### src/qenc_map.svh
// offsets, field positions, reset values and timing counts of the encoder block
`ifndef QENC_MAP_SVH
`define QENC_MAP_SVH
// ==========================================================
// register word offsets (byte address = offset)
`define QENC_OFF_CTRL     8'h00
`define QENC_OFF_STATUS   8'h04
`define QENC_OFF_MASK     8'h08
`define QENC_OFF_COUNT0   8'h20
`define QENC_OFF_LATCH0   8'h40
// ==========================================================
// ctrl fields per channel, 4 bits each
`define QENC_CTRL_W       4
`define QENC_CTRL_MODE_LO 0
`define QENC_CTRL_POL     2
`define QENC_CTRL_EN      3
// ==========================================================
// reset values
`define QENC_CTRL_RST     32'h0000_0000
`define QENC_MASK_RST     8'h00
// ==========================================================
// timing: fastest line rate, counts per second and fast input filter
`define QENC_LINE_RATE_HZ 250000
`define QENC_COUNT_RATE_HZ 1000000
`define QENC_CLK_HZ       125000000
`define QENC_FAST_FILT_NS 16
`define QENC_FAST_FILT_CYC ((`QENC_FAST_FILT_NS * 125 + 999) / 1000)
`define QENC_DC_FILT_CYC  64
`endif

### src/qenc_pkg.sv
// types shared by the encoder block
package qenc_pkg;
	// latch trigger selection
	typedef enum logic [1:0] {
		LATCH_INDEX,
		LATCH_FAST,
		LATCH_ARMED_INDEX,
		LATCH_OFF
	} latch_mode_t;
	// armed-index progress
	typedef enum logic {
		ARM_IDLE,
		ARM_WAIT_INDEX
	} arm_state_t;
endpackage

### src/qenc_chan_if.sv
// signals between the register shell and one encoder channel
`timescale 1ns/1ps
`default_nettype none
interface qenc_chan_if;
	logic        [1:0] mode;      // latch trigger
	logic              pol_fall;  // fast input falling edge
	logic              enable;    // channel counts
	logic       [23:0] count;     // position
	logic       [23:0] latch;     // captured position
	logic              cap_pulse; // capture happened
	modport shell (output mode, pol_fall, enable, input count, latch, cap_pulse);
	modport chan (input mode, pol_fall, enable, output count, latch, cap_pulse);
endinterface
`default_nettype wire

### src/qenc_channel.sv
// one quadrature channel: filter, decode, counter and latch
//
// Not in this module: the Avalon-MM slave port and the register addresses.
`timescale 1ns/1ps
`default_nettype none
`include "qenc_map.svh"
module qenc_channel
	import qenc_pkg::*;
#(
	parameter int FILT = `QENC_FAST_FILT_CYC
) (
	input  wire logic i_mclk,
	input  wire logic i_sys_rst,
	input  wire logic i_ce,
	input  wire logic i_a,
	input  wire logic i_b,
	input  wire logic i_index,
	input  wire logic i_fast,
	qenc_chan_if.chan ch
);
	// ==========================================================
	// state
	typedef struct packed {
		logic [1:0]  ab_q;
		logic        idx_q;
		logic        fast_raw;
		logic        fast_q;
		logic [3:0]  fcnt;
		logic [23:0] count;
		logic [23:0] latch;
		arm_state_t  arm;
		logic        cap;
	} st_t;
	st_t s;
	st_t next_s;
	logic up;
	logic dn;
	logic fast_edge;
	logic idx_rise;
	// ==========================================================
	// next state
	always_comb begin
		next_s = s;
		next_s.cap = 1'b0;
		next_s.ab_q = {i_a, i_b};
		next_s.idx_q = i_index;
		// light fast filter: short stable count
		if (i_fast != s.fast_raw) begin
			next_s.fast_raw = i_fast;
			next_s.fcnt = 4'h0;
		end else if (s.fcnt < 4'(FILT)) begin
			next_s.fcnt = s.fcnt + 4'h1;
		end else begin
			next_s.fast_q = s.fast_raw;
		end
		// a leads b counts up, lags counts down
		up = (s.ab_q[1] ^ s.ab_q[0]) ? (i_a == s.ab_q[1]) : (i_b == s.ab_q[0]);
		up = up && ({i_a, i_b} != s.ab_q) && ({i_a, i_b} != ~s.ab_q);
		dn = ({i_a, i_b} != s.ab_q) && ({i_a, i_b} != ~s.ab_q) && !up;
		if (ch.enable && up) begin
			next_s.count = s.count + 24'h000001;
		end else if (ch.enable && dn) begin
			next_s.count = s.count - 24'h000001;
		end
		idx_rise = i_index && !s.idx_q;
		fast_edge = (next_s.fast_q != s.fast_q) && (next_s.fast_q == !ch.pol_fall);
		case (latch_mode_t'(ch.mode))
			LATCH_INDEX: begin
				if (idx_rise) begin
					next_s.cap = 1'b1;
				end
			end
			LATCH_FAST: begin
				if (fast_edge) begin
					next_s.cap = 1'b1;
				end
			end
			LATCH_ARMED_INDEX: begin
				if (s.arm == ARM_WAIT_INDEX && idx_rise) begin
					next_s.cap = 1'b1;
					next_s.arm = ARM_IDLE;
				end else if (fast_edge) begin
					next_s.arm = ARM_WAIT_INDEX;
				end
			end
			default: begin
				next_s.arm = ARM_IDLE;
			end
		endcase
		if (latch_mode_t'(ch.mode) != LATCH_ARMED_INDEX) begin
			next_s.arm = ARM_IDLE;
		end
		if (next_s.cap) begin
			next_s.latch = s.count;
		end
	end
	// ==========================================================
	// register
	always_ff @(posedge i_mclk) begin
		if (i_sys_rst) begin
			s <= '0;
		end else if (i_ce) begin
			s <= next_s;
		end
	end
	assign ch.count = s.count;
	assign ch.latch = s.latch;
	assign ch.cap_pulse = s.cap;
	// ==========================================================
	// checks
	property p_up_step;
		@(posedge i_mclk) disable iff (i_sys_rst)
		(i_ce && ch.enable && s.ab_q == 2'b00 && {i_a, i_b} == 2'b10) |=>
		(s.count == $past(s.count) + 24'h000001);
	endproperty
	a_up_step: assert property (p_up_step) else $error("a-lead step wrong");
	property p_dn_step;
		@(posedge i_mclk) disable iff (i_sys_rst)
		(i_ce && ch.enable && s.ab_q == 2'b00 && {i_a, i_b} == 2'b01) |=>
		(s.count == $past(s.count) - 24'h000001);
	endproperty
	a_dn_step: assert property (p_dn_step) else $error("a-lag step wrong");
	property p_hold;
		@(posedge i_mclk) disable iff (i_sys_rst)
		(i_ce && {i_a, i_b} == s.ab_q) |=> (s.count == $past(s.count));
	endproperty
	a_hold: assert property (p_hold) else $error("count moved without edge");
	property p_latch_hold;
		@(posedge i_mclk) disable iff (i_sys_rst)
		!next_s.cap |=> $stable(s.latch);
	endproperty
	a_latch_hold: assert property (p_latch_hold) else $error("latch changed");
	property p_idx_cap;
		@(posedge i_mclk) disable iff (i_sys_rst)
		(i_ce && ch.mode == 2'(LATCH_INDEX) && i_index && !s.idx_q) |=>
		(s.cap && s.latch == $past(s.count));
	endproperty
	a_idx_cap: assert property (p_idx_cap) else $error("index capture missed");
	property p_fast_cap;
		@(posedge i_mclk) disable iff (i_sys_rst)
		(i_ce && ch.mode == 2'(LATCH_FAST) && fast_edge) |=> s.cap;
	endproperty
	a_fast_cap: assert property (p_fast_cap) else $error("fast capture missed");
	property p_fast_lat;
		@(posedge i_mclk) disable iff (i_sys_rst)
		(i_ce && i_fast != s.fast_q) [*8] |-> ##[0:8] (s.fast_q == i_fast || !i_ce);
	endproperty
	a_fast_lat: assert property (p_fast_lat) else $error("fast filter slow");
	property p_arm;
		@(posedge i_mclk) disable iff (i_sys_rst)
		(s.cap && $past(i_ce) && $past(ch.mode) == 2'(LATCH_ARMED_INDEX)) |->
		$past(s.arm == ARM_WAIT_INDEX);
	endproperty
	a_arm: assert property (p_arm) else $error("armed capture unarmed");
	c_idx: cover property (@(posedge i_mclk) s.cap && ch.mode == 2'(LATCH_INDEX));
	c_fast: cover property (@(posedge i_mclk) s.cap && ch.mode == 2'(LATCH_FAST));
	c_armed: cover property (@(posedge i_mclk) s.cap && ch.mode == 2'(LATCH_ARMED_INDEX));
	c_wrap: cover property (@(posedge i_mclk) s.count == 24'hFFFFFF ##1 s.count == 24'h000000);
endmodule // qenc_channel
`default_nettype wire

### src/qenc_top.sv
// five-channel quadrature counter with latches behind an avalon-mm slave
//
// Function
// - a leading b counts upward
// - a lagging b counts downward
// - count up to 250k lines, 1M counts/s
// - one 24-bit up/down counter per channel
// - step on every a and b edge
// - five 24-bit latches, each with fast input
// - index mode latches count on index
// - fast mode latches on chosen fast edge
// - armed mode latches first index after edge
// - fast capture in hardware, no scan wait
// - fast input lightly filtered for speed
`timescale 1ns/1ps
`default_nettype none
`include "qenc_map.svh"
module qenc_top
	import qenc_pkg::*;
#(
	parameter int NCH  = 5,
	parameter int FILT = `QENC_FAST_FILT_CYC
) (
	input  wire logic        i_mclk,        // 125 mhz
	input  wire logic        i_sys_rst,     // sync, high
	input  wire logic        i_ce,          // clock enable
	input  wire logic [4:0]  i_enc_a,       // a, after receivers
	input  wire logic [4:0]  i_enc_b,       // b, after receivers
	input  wire logic [4:0]  i_enc_index,   // index
	input  wire logic [4:0]  i_fast,        // isolated fast inputs
	input  wire logic [7:0]  i_address,     // byte address
	input  wire logic        i_read,
	input  wire logic        i_write,
	input  wire logic [31:0] i_writedata,
	input  wire logic [3:0]  i_byteenable,
	output logic      [31:0] o_readdata,
	output logic             o_waitrequest,
	output logic             o_irq          // level interrupt
);
	// ==========================================================
	// state
	typedef struct packed {
		logic [31:0] ctrl;   // 4 bits per channel
		logic [7:0]  status; // sticky capture flags
		logic [7:0]  mask;   // interrupt enables
		logic [31:0] rdata;
		logic        ack;
	} st_t;
	st_t s;
	st_t next_s;
	logic [4:0]  cap;
	logic [23:0] cnt [5];
	logic [23:0] lat [5];
	// ==========================================================
	// merge byte lanes into a word
	function automatic logic [31:0] be_merge(input logic [31:0] old,
			input logic [31:0] wd, input logic [3:0] be);
		logic [31:0] r;
		r = old;
		for (int k = 0; k < 4; k++) begin
			if (be[k]) begin
				r[k*8 +: 8] = wd[k*8 +: 8];
			end
		end
		return r;
	endfunction
	// ==========================================================
	// channels
	genvar g;
	generate
		for (g = 0; g < NCH; g++) begin : gch
			qenc_chan_if cif ();
			assign cif.mode = s.ctrl[g*`QENC_CTRL_W + `QENC_CTRL_MODE_LO +: 2];
			assign cif.pol_fall = s.ctrl[g*`QENC_CTRL_W + `QENC_CTRL_POL];
			assign cif.enable = s.ctrl[g*`QENC_CTRL_W + `QENC_CTRL_EN];
			assign cap[g] = cif.cap_pulse;
			assign cnt[g] = cif.count;
			assign lat[g] = cif.latch;
			qenc_channel #(.FILT(FILT)) u_ch (
				.i_mclk    (i_mclk),
				.i_sys_rst (i_sys_rst),
				.i_ce      (i_ce),
				.i_a       (i_enc_a[g]),
				.i_b       (i_enc_b[g]),
				.i_index   (i_enc_index[g]),
				.i_fast    (i_fast[g]),
				.ch        (cif.chan)
			);
		end
	endgenerate
	// ==========================================================
	// bus and flags
	always_comb begin
		next_s = s;
		next_s.ack = 1'b0;
		next_s.status = s.status;
		if ((i_read || i_write) && !s.ack) begin
			next_s.ack = 1'b1;
			next_s.rdata = 32'h0000_0000;
			if (i_read) begin
				if (i_address == `QENC_OFF_CTRL) begin
					next_s.rdata = s.ctrl;
				end else if (i_address == `QENC_OFF_STATUS) begin
					next_s.rdata = {24'h000000, s.status};
				end else if (i_address == `QENC_OFF_MASK) begin
					next_s.rdata = {24'h000000, s.mask};
				end else begin
					for (int k = 0; k < 5; k++) begin
						if (i_address == `QENC_OFF_COUNT0 + 8'(4*k)) begin
							next_s.rdata = {8'h00, cnt[k]};
						end
						if (i_address == `QENC_OFF_LATCH0 + 8'(4*k)) begin
							next_s.rdata = {8'h00, lat[k]};
						end
					end
				end
			end else begin
				if (i_address == `QENC_OFF_CTRL) begin
					next_s.ctrl = be_merge(s.ctrl, i_writedata, i_byteenable) & 32'h000F_FFFF;
				end else if (i_address == `QENC_OFF_STATUS && i_byteenable[0]) begin
					next_s.status = s.status & ~i_writedata[7:0];
				end else if (i_address == `QENC_OFF_MASK && i_byteenable[0]) begin
					next_s.mask = i_writedata[7:0] & 8'h1F;
				end
			end
		end
		// set wins over write-one clear
		next_s.status = next_s.status | {3'b000, cap};
	end
	// ==========================================================
	// register, frozen while ce low
	always_ff @(posedge i_mclk) begin
		if (i_sys_rst) begin
			s <= '0;
		end else if (i_ce) begin
			s <= next_s;
		end
	end
	assign o_readdata = s.rdata;
	// a held ack only answers while the clock enable lets the bus state move on
	assign o_waitrequest = (i_read || i_write) && !(s.ack && i_ce);
	assign o_irq = |(s.status & s.mask);
	// ==========================================================
	// checks
	property p_irq;
		@(posedge i_mclk) disable iff (i_sys_rst)
		(i_ce && cap[0]) |=> (o_irq || !s.mask[0]);
	endproperty
	a_irq: assert property (p_irq) else $error("irq not raised");
	property p_sticky;
		@(posedge i_mclk) disable iff (i_sys_rst)
		(i_ce && cap[0]) |=> s.status[0];
	endproperty
	a_sticky: assert property (p_sticky) else $error("capture flag lost");
	c_irq: cover property (@(posedge i_mclk) o_irq);
endmodule // qenc_top
`default_nettype wire

### config.mk
export PLATFORM = sky130hd
export DESIGN_NAME = qenc_top
export DESIGN_NICKNAME = d
export VERILOG_FILES = /design/src/qenc_pkg.sv /design/src/qenc_chan_if.sv /design/src/qenc_channel.sv /design/src/qenc_top.sv
export VERILOG_INCLUDE_DIRS = /design/src
export SDC_FILE = /design/constraint.sdc
export NUM_CORES = 1
export LEC_CHECK = 0
export ABC_AREA = 1
export BUFFER_PORTS_ARGS = -buffer_cell sky130_fd_sc_hd__buf_2
export CELL_PAD_IN_SITES_DETAIL_PLACEMENT = 0
export CELL_PAD_IN_SITES_GLOBAL_PLACEMENT = 1
export CORE_MARGIN = 3
export CORE_UTILIZATION = 49
export CTS_CLUSTER_DIAMETER = 40
export DETAILED_ROUTE_END_ITERATION = 7
export GPL_TIMING_DRIVEN = 0
export PLACE_DENSITY_LB_ADDON = 0.25
export REMOVE_ABC_BUFFERS = 1
export SKIP_LAST_GASP = 1
export SLEW_MARGIN = 25
export SYNTH_ARGS = -nofsm -noshare
export SYNTH_HDL_FRONTEND = slang
export SYNTH_SLANG_ARGS = --single-unit
### constraint.sdc
create_clock -name i_mclk -period 4.85 [get_ports i_mclk]
set_clock_uncertainty 0.2 [all_clocks]
set_input_delay 0 -clock i_mclk [delete_from_list [all_inputs] [get_ports i_mclk]]
set_output_delay 0 -clock i_mclk [all_outputs]
set_load 0.02 [all_outputs]
### Yosys cells after proc, flatten, opt, wreduce, memory -nomap -nowiden

Index checks and enable logic that the tools add are counted.
W data, S select, Z words.

* add/subtract/negate cells: 15
* $lt $le $gt $ge: 5
* equal/unequal tests: 72
* mux-type cells: 95
* bitwise operators: 17
* reductions and logical operators: 120

Operators with widths (number)
* $mux W32: 13
* $mux W24: 11
* $add A24 B1 Y24 const B: 5
* $sub A24 B1 Y24 const B: 5
* $logic_and A1 B1 Y1: 50
* $mux W49: 1
* $mux W1: 45
* $reduce_and A2 Y1: 21
* $eq A8 B6 Y1 const B: 5
* $eq A8 B7 Y1 const B: 5
* $mux W4: 10
* $mux W16: 2
* $add A4 B1 Y4 const B: 5
* $lt A4 B2 Y1 const B: 5
* $ne A2 B2 Y1: 10
* $ne A4 B1 Y1 const B: 5
* $reduce_bool A2 Y1: 10
* $logic_not A1 Y1: 17
* $eq A1 B1 Y1: 15
* $pmux W1 S3: 5
* $reduce_and A3 Y1: 5
* $reduce_and A5 Y1: 3
* $eq A2 B1 Y1 const B: 5
* $eq A2 B2 Y1 const B: 5
* 21 further kinds: 61

* register bits after elaboration: 361
* logic and storage cells: 376

### Longest topological paths before layout

Gate-level depths: netlist of run 1.

* word-level depth: 17
* depth in mapped cells: 18

### Modules after synthesis

Synthesis of run 1 repeated with hierarchy kept, for this count alone.

* cells, all modules: 3961
* area total of the unflattened synthesis: 25684.6 um^2

Modules (own cells, without submodules)
* qenc_channel at gch[1].u_ch ...: instances 2, cells each 615, area each 4152.7 um^2
* qenc_top: instances 1, cells each 879, area each 4863.4 um^2
* qenc_channel at gch[4].u_ch: instances 1, cells each 626, area each 4210.3 um^2
* qenc_channel at gch[3].u_ch: instances 1, cells each 612, area each 4169.0 um^2
* qenc_channel at gch[0].u_ch: instances 1, cells each 614, area each 4136.5 um^2

### Worst setup path before layout of run 1

Ideal clock, no wire load.

* kind: register to register
* start point: register gch[3].u_ch.s[58] in the netlist's numbering
* end point: register gch[3].u_ch.s (netlist bit gch[3].u_ch.ch.count[12])
* setup time: 0.115 ns
* data arrival time: 2.861 ns
* required time: 4.535 ns
* path slack: 1.673 ns
* stages on the path, launching flop included: 14
* path buffers: 0
* cell sequence: dfxtp_1 xor2_1 nand3b_1 ha_1 a21oi_1 nand2_1 a21oi_1 o21ai_0 a21boi_0 o21ai_0 nand2_1 nand2_1 o21ai_0 inv_1

* longest elaborated chain between the ends: 9
* elaborated cells between the ends (all ways): 16
* classes of those cells: eq/ne: 3; mux: 2; bitwise: 2; reduce/logical: 9

Ends and longest elaborated chain
* start: declaration: line qenc_channel.sv:34 `st_t s;`
* start signal: assignment: line qenc_channel.sv:103 `s <= next_s;`
* $eq A1 B1 Y1 or $xor A1 B1 Y1 (tied branches): line qenc_channel.sv:57 `up = (s.ab_q[1] ^ s.ab_q[0]) ? (i_a == s.ab_q[1]) : (i_b == s.ab_q[0]);`
* $mux W1: line qenc_channel.sv:57
* $logic_and A1 B1 Y1 (2 in series): line qenc_channel.sv:58 `up = up && ({i_a, i_b} != s.ab_q) && ({i_a, i_b} != ~s.ab_q);`
* $logic_not A1 Y1: line qenc_channel.sv:59 `dn = ({i_a, i_b} != s.ab_q) && ({i_a, i_b} != ~s.ab_q) && !up;`
* $logic_and A1 B1 Y1: line qenc_channel.sv:59
* $logic_and A1 B1 Y1: line qenc_channel.sv:62 `end else if (ch.enable && dn) begin`
* $reduce_bool A2 Y1 (no source line)
* $reduce_and A2 Y1 (no source line)

Several ways; a longest one is shown, not always the timed one.
A chain may end at the register's enable or synchronous reset.

### Worst setup path after layout of run 1

* start point: input port i_address[6]
* end point: register s (netlist bit gch[4].cif.mode[1])

* longest elaborated chain between the ends: 2

Ends and longest elaborated chain
* start: declaration: line qenc_top.sv:31 `input wire logic [7:0] i_address,`
* $logic_not A8 Y1 (no source line)
* $reduce_and A5 Y1 (no source line)
* end signal: assignment: line qenc_top.sv:136 `s <= next_s;`
* end: declaration: line qenc_top.sv:49 `st_t s;`

Every way passes these cells.

==> results of run 1 <==
[layout by cell type, fill, tap and decap left out, types with 7 or more instances in the layout]
master	instances
nor3_1	46
inv_1	316
nand4_1	56
xor2_1	49
ha_1	115
dlygate4sd3_1	103
dfxtp_1	353
conb_1	8
clkbuf_16	71
inv_2	15
nand2_2	9
xnor2_1	25
a21o_1	19
nor2_4	8
buf_2	79
a211oi_1	7
clkbuf_1	13
o21ai_1	38
o21bai_1	15
o21ai_0	296
nor2_1	438
clkbuf_8	12
or2_2	33
o211ai_1	32
nand3_1	199
o221ai_1	7
a21oi_1	327
nand2_1	651
[metrics by stage]
stage	total power, mW	cells	worst slack (ns)	hold slack, ns	TNS (ns)
2_1_floorplan	3.32	3147	1.08	-0.131	0
3_3_place_gp	3.46	3813	-5.43	0.0440	-1188.75
3_5_place_dp	3.47	3820	0.885	0.0523	0
4_1_cts	8.23	4043	0.843	0.0126	0
5_1_grt	8.42	4043	0.582	0.0776	0
6_report	8.17	4044	0.710	0.0584	0
[layout make-up]
type	count	area, um^2
fillers	4156	18000
clock buffers	96	1990
clock inverters	24	282
diodes	1	2.50
well taps	585	732
flip-flops and latches	353	7070
multi-input cells	2457	12800
inverters	337	1280
repair buffers	191	1570
[where the power goes]
group | leakage (nW) | switching (mW) | internal [mW]
clock network | 1.10 | 1.62 | 3.08
logic | 8.45 | 0.290 | 0.163
registers | 2.87 | 0.0406 | 2.98
total | 12.4 | 1.95 | 6.22
[worst max-delay path: cells and delay by family]
kind	cells	cell delay, ns
buf+inv	6	3.07
simple gates	5	1.30
[path summary, 6_finish.rpt]
| kind | endpoint | slack, ns | depth (start not counted) |
|---|---|---|---|
| hold reg to reg | gch[4].u_ch.s[53] | 0.25 | 2 |
| setup / recovery | gch[4].cif.mode[1] | 0.71 | 11 |
| setup reg to reg | gch[1].u_ch.ch.count[4] | 0.74 | 8 |
| hold / removal | gch[3].cif.pol_fall | 0.06 | 5 |
[flip-flops by register name, summed over array words and instances, names as in the netlist]
signal	cells
gch.cif.enable	5
gch.cif.mode	10
gch.cif.pol_fall	5
gch.u_ch.ch.cap_pulse	5
gch.u_ch.ch.count	120
gch.u_ch.ch.latch	120
gch.u_ch.s	50
o_readdata	24
s	14
[metal layers]
| layer | GRT usage [%] | up-vias | wire (um) |
|---|---|---|---|
| met5 | 0 | - | 0 |
| met4 | 8.37 | 0 | 1750 |
| met3 | 4.50 | 111 | 4360 |
| met2 | 45.0 | 664 | 29900 |
| met1 | 39.1 | 10401 | 32200 |
| li1 | - | 11130 | - |
[synthesized netlist by cell type, types with 3 or more instances]
cell type / number
nand2_1: 652
o21ai_2: 4
o21ai_4: 3
nor2_4: 8
dfxtp_1: 353
o221ai_1: 7
nand3b_1: 6
nand3_2: 4
a21boi_0: 3
inv_2: 13
xnor2_1: 25
buf_2: 33
nand2_2: 8
buf_4: 41
a21o_1: 19
o21ai_0: 296
nor2_1: 438
nor4_1: 6
a31oi_1: 4
o211ai_1: 32
nand2_4: 3
xor2_1: 49
clkbuf_2: 3
fa_1: 5
or2_0: 3
clkinv_1: 3
o21ai_1: 38
a211oi_1: 7
clkbuf_1: 60
or2_1: 3
nor3_1: 46
buf_6: 15
o21bai_1: 15
ha_1: 115
nand3_1: 199
a21oi_1: 327
or2_2: 33
nand4_1: 56
o22ai_1: 5
inv_1: 319
nor2_2: 6
a221oi_1: 6
[what timing repair did]
| action | 4_1_cts | 5_1_grt |
|---|---|---|
| hold buffers | 103 | 0 |
| endpoints found under the hold margin | 169 | 0 |
| endpoints found under the setup margin | 0 | 0 |
[cells by family after synthesis]
logic type      count (synthesis)
buf+inv                       491
compound gates                776
flops                         353
simple gates                 1478
fa+ha+maj                     120
xor+xnor                       75
other cells                     1
==> summary.md, run 1 <==
| Metric | Value |
|---|---|
| Synth Flop Type | dfxtp_1 |
| Compound-gate portion of the synthesized area | 19.2% |
| Synth Instances | 3,294 |
| CP Cell Sequence | dlygate4sd3_1, buf_2, nor2_1, nand2_1, dlygate4sd3_1, nor2_4, inv_1, nor3_1, dlygate4sd3_1, nor2_1, dlygate4sd3_1 |
| Final Util | 58.9% |
| Die width | 218 um |
| Post-Synth XOR/XNOR Area | 3.02% |
| Syn Area/Cell | 6.67 um^2 |
| Post-Syn Area | 0.0220 mm^2 |
| Slew Limit Headroom | 31.6% |
| Critical path class | in2reg |
| Crit. End Element | flip-flop |
| Die height | 218 um |
| Final wirelength | 68,200 um |
| Status | finished, final reports clean |
| Tmin final | 4.14 ns |
| Synth async-reset ratio | 0% |
| Yosys reg bits | 353 |
| RePlAce Congestion | 0.899 |
| Share of cells above drive strength 1 | 8.44% |
| Final setup fails | 0 |
| Mean routed wirelength per cell | 16.9 um |
| # H-tree levels | 3 |
| Worst Tran Pin Value | 1.02 ns |
| R2r startpoint | gch[1].u_ch.s[58] |
| Hold path start | i_byteenable[1] |
| Slowest stage delay, CP | 0.61 ns |
| CP Data Arrival Time | 4.40 ns |
| Maxcap violations | 0 |
| Number of post-CTS setup repair buffers | 0 |
| Std cell rows | 76 |
| Distinct cells, synth | 60 |
| Worst-path clk slew | 0.05 ns |
| Number of enable flip-flop cells after synthesis | 0 |
| 1st-pass router iterations | 5 |
| Post-synthesis mux area share | 0% |
| Synth top area share | 32.2% |
| Biggest area consumer among synthesized cells | dfxtp_1 |
| Die area | 0.0474 mm^2 |
| Worst Setup SP | i_address[6] |
| Final Cycle Share | 85.4% |
| Area contributors post-synth | dfxtp_1, nand2_1, nor2_1 |
| Hold Fails Final Rpt | 0 |
| Number of vias per cell | 5.52 |
| Cts bufs inserted | 67 |
| Register area share after synthesis | 32.2% |
| Via count | 22,306 |
| Req. time, crit path | 5.11 ns |
| Num Clock Sinks | 353 |
| IO Port Bufs | 81 |
| Worst-Skew Late Latency | 0.58 ns |
| Post-route ant nets | 0 |
| CP Max Fanout | 28 |
| Bufs on Longest Clock Path | 3 |
| GRT Total Usage | 28.1% |
| DRT iter0 DRCs | 2,066 |
| Pwr per Cell Area | 318 mW/mm^2 |
| CP Launch Type | input pin |
| Slowest-stage cell, CP | dlygate4sd3_1 |
| F_max | 242 MHz |
| # nets final | 3,596 |
| Largest net degree at the start of global routing | 102 |
| CP dominant cell by count | dlygate4sd3_1 |
| Area Growth Syn to Fin | 17.0% |
| Initial antenna violation count | 0 |
| DR DRC count | 0 |
| Core area | 0.0436 mm^2 |
| Vias in the first global route | 20,912 |
| Worst VDD drop | 263 uV |
| Final instance area | 0.0257 mm^2 |
| Hold WC Path Type | in2reg |
| Post-CTS sizing | 0 |
| Syn. warnings | 0 |
| CTS tree | built |
| Final slew viol count | 0 |
| Remaining global-route overflow | 0 |
| Leakage | 12.4 nW |
| I/O pin count | 103 |
| Detailed placer's ending HPWL | 46,900 um |
| Post-DP Area | 0.0224 mm^2 |
| Largest family of logic cells by synthesized area | simple AND/OR/NAND/NOR gates |
| Root Driver | clkbuf_16 |
| First-pass GRT wire length | 108,000 um |
| Initial Utilization | 50.3% |
| Unrepaired setup endpoints after global routing | no |
| Synth Area in Adders | 7.01% |
| Simple-gate share of the synthesized area | 28.8% |
No activity file was read; power rests on OpenSTA's default activity.
==> run 2: changes to the inputs <==
--- a/config.mk
+++ b/config.mk
@@ -11,7 +11,7 @@
 export CELL_PAD_IN_SITES_DETAIL_PLACEMENT = 0
 export CELL_PAD_IN_SITES_GLOBAL_PLACEMENT = 1
 export CORE_MARGIN = 3
-export CORE_UTILIZATION = 49
+export CORE_UTILIZATION = 41
 export CTS_CLUSTER_DIAMETER = 40
 export DETAILED_ROUTE_END_ITERATION = 7
 export GPL_TIMING_DRIVEN = 0
==> constraint.sdc (replaced) <==
create_clock -name i_mclk -period 3.6 [get_ports i_mclk]
set_clock_uncertainty 0.2 [all_clocks]
set_input_delay 0 -clock i_mclk [delete_from_list [all_inputs] [get_ports i_mclk]]
set_output_delay 0 -clock i_mclk [all_outputs]
set_load 0.005 [all_outputs]
==> run 2 against run 1 <==
Sequential cell count unchanged. Largest power group unchanged. Count of clock-buffer cells in the layout unchanged. Sequential share of layout area decreased by 0.74 points. Total power increased by 44%. Sequential power increased by 35%. Cell area increased by 2.8%. Die area increased by 19%. Critical path depth increased by 8. Core utilization decreased by 8.8 points. Clock power increased by 50%. Worst setup slack got worse by 0.42 ns.
==> summary.md, run 2 (synthesized netlist as in run 1, its figures left out) <==
| Metric | Value |
|---|---|
| Status | finished, final reports clean |
| # H-tree levels | 3 |
| Commonest non-fill, non-tap cell in the layout | nand2_1 |
| Core area | 0.0528 mm^2 |
| Worst Tran Pin Value | 1.05 ns |
| Final wirelength | 70,800 um |
| CP Data Arrival Time | 3.57 ns |
| First-pass GRT wire length | 112,000 um |
| # nets final | 3,625 |
| Final instance area | 0.0264 mm^2 |
| I/O pin count | 103 |
| Maxcap violations | 0 |
| Remaining global-route overflow | 0 |
| DR DRC count | 0 |
| CTS tree | built |
| Final Util | 50.0% |
| GRT Total Usage | 24.5% |
| Worst Setup SP | gch[3].u_ch.s[57] |
| Req. time, crit path | 3.87 ns |
| Hold Fails Final Rpt | 0 |
| Slowest stage delay, CP | 0.34 ns |
| Post-route ant nets | 0 |
| Share of cells above drive strength 1 | 9.35% |
| Num Clock Sinks | 353 |
| CP Cell Sequence | xor2_1, nand3b_1, buf_8, buf_6, ha_1, a21oi_1, nand2_1, a21oi_1, inv_1, nand2_1, nand2_1, nand2_1, nand3_1, nand2_1, nand2_1, nand2_1, nand3_1, o211ai_1, inv_1 |
| Leakage | 12.7 nW |
| Cts bufs inserted | 75 |
| Die area | 0.0564 mm^2 |
| Slew Limit Headroom | 29.9% |
| Final Cycle Share | 91.8% |
| Number of vias per cell | 5.32 |
| Root Driver | clkbuf_16 |
| Slowest-stage cell, CP | dfxtp_1 |
| Die width | 237 um |
| IO Port Bufs | 81 |
| Via count | 22,242 |
| Largest net degree at the start of global routing | 105 |
| CP dominant cell by count | nand2_1 |
| Hold WC Path Type | in2reg |
| Cells after DPL | 3,925 |
| Pwr per Cell Area | 445 mW/mm^2 |
| Vias in the first global route | 21,156 |
| Diodes inserted | 0 |
| CP Max Fanout | 14 |
| Mean routed wirelength per cell | 16.9 um |
| R2r startpoint | gch[3].u_ch.s[57] |
| Area Growth Syn to Fin | 20.2% |
| RePlAce Congestion | 0.918 |
| Initial antenna violation count | 0 |
| Die height | 237 um |
| Most frequent cells in the layout | nand2_1, nor2_1, dfxtp_1 |
| Final instance count without filler cells | 4,184 |
| CP Launch Type | flip-flop |
| F_max | 302 MHz |
| Final setup fails | 0 |
| 1st-pass router iterations | 5 |
| Worst-Skew Late Latency | 0.61 ns |
| Critical path class | reg2reg |
| Initial Utilization | 41.6% |
| Worst VDD drop | 308 uV |
| Bufs on Longest Clock Path | 3 |
| Crit. End Element | flip-flop |
| Tmin final | 3.31 ns |
| Worst-path clk slew | 0.05 ns |
| Unrepaired setup endpoints after global routing | no |
| Post-DP Area | 0.0225 mm^2 |
| Std cell rows | 84 |
| Detailed placer's ending HPWL | 48,500 um |
| DRT iter0 DRCs | 1,524 |
| Final slew viol count | 0 |
| Hold path start | i_write |
[run 2: changes by cell type in the layout (fill, tap and decap cells not counted), sizes merged]
cell         before  now
clkinv           12   28
nor2            453  454
diode             1    0
dlygate4sd3     103  116
bufinv            4    8
clkinvlp          5    9
buf              88   94
inv             340  334
[run 2: routing by layer]
metal | track usage, % | vias up | part of all wire [%]
li1 | - | 11196 | -
met1 | 33.9 | 10356 | 48
met2 | 38.9 | 563 | 44
met3 | 4.26 | 127 | 5.6
met4 | 7.78 | 0 | 3.0
met5 | 0 | - | 0
[run 2: area by class of cell]
type / instances / area, um^2
fill: 5225 / 26400
multi-input combinational: 2458 / 12800
sequential: 353 / 7070
clock buffer: 96 / 2110
timing repair buffer: 210 / 1780
inverter: 337 / 1280
tap: 688 / 861
clock inverter: 41 / 502
timing repair inverter: 1 / 7.51
[run 2: final timing paths]
check | end | slack (ns) | depth (start not counted)
worst max-delay path | gch[3].u_ch.ch.count[20] | 0.29 | 19
worst min-delay path | o_readdata[6] | 0.0008 | 6
worst max register to register | gch[3].u_ch.ch.count[20] | 0.29 | 19
worst min register to register | gch[3].u_ch.s[53] | 0.25 | 2
[run 2: critical path: cells and delay by family, from the launching register on]
kind	cells	cell delay, ns
simple gates	10	0.97
fa+ha+maj	1	0.33
buf+inv	4	0.54
flops	1	0.34
xor+xnor	1	0.19
compound gates	3	0.56
[run 2: through the flow]
stage          worst slack [ns]  total power [mW]  setup TNS [ns]  hold slack (ns)
6_report                  0.294              11.8               0         0.000849
2_1_floorplan            -0.174              4.47           -4.70           -0.149
3_3_place_gp              -6.56              4.66        -1526.54           0.0343
5_1_grt                 0.00296              12.2               0           0.0286
4_1_cts                  0.0235              11.9               0           0.0160
3_5_place_dp             -0.272              4.68           -4.62           0.0403
[run 2: report_power, final]
part	switching (mW)	total, mW	internal (mW)	leakage [nW]
registers	0.0539	4.08	4.02	2.87
clock network	2.33	7.05	4.72	1.26
logic	0.398	0.629	0.231	8.59
total	2.78	11.8	8.97	12.7
[run 2: repair_timing]
item                                    in CTS  in global routing
endpoints found under the setup margin      38                 34
setup buffers                                0                  3
pin swaps                                    0                  2
resized for setup                            3                  8
hold buffers                               117                  0
cloned                                       0                  2
hold endpoints to repair                   169                  0
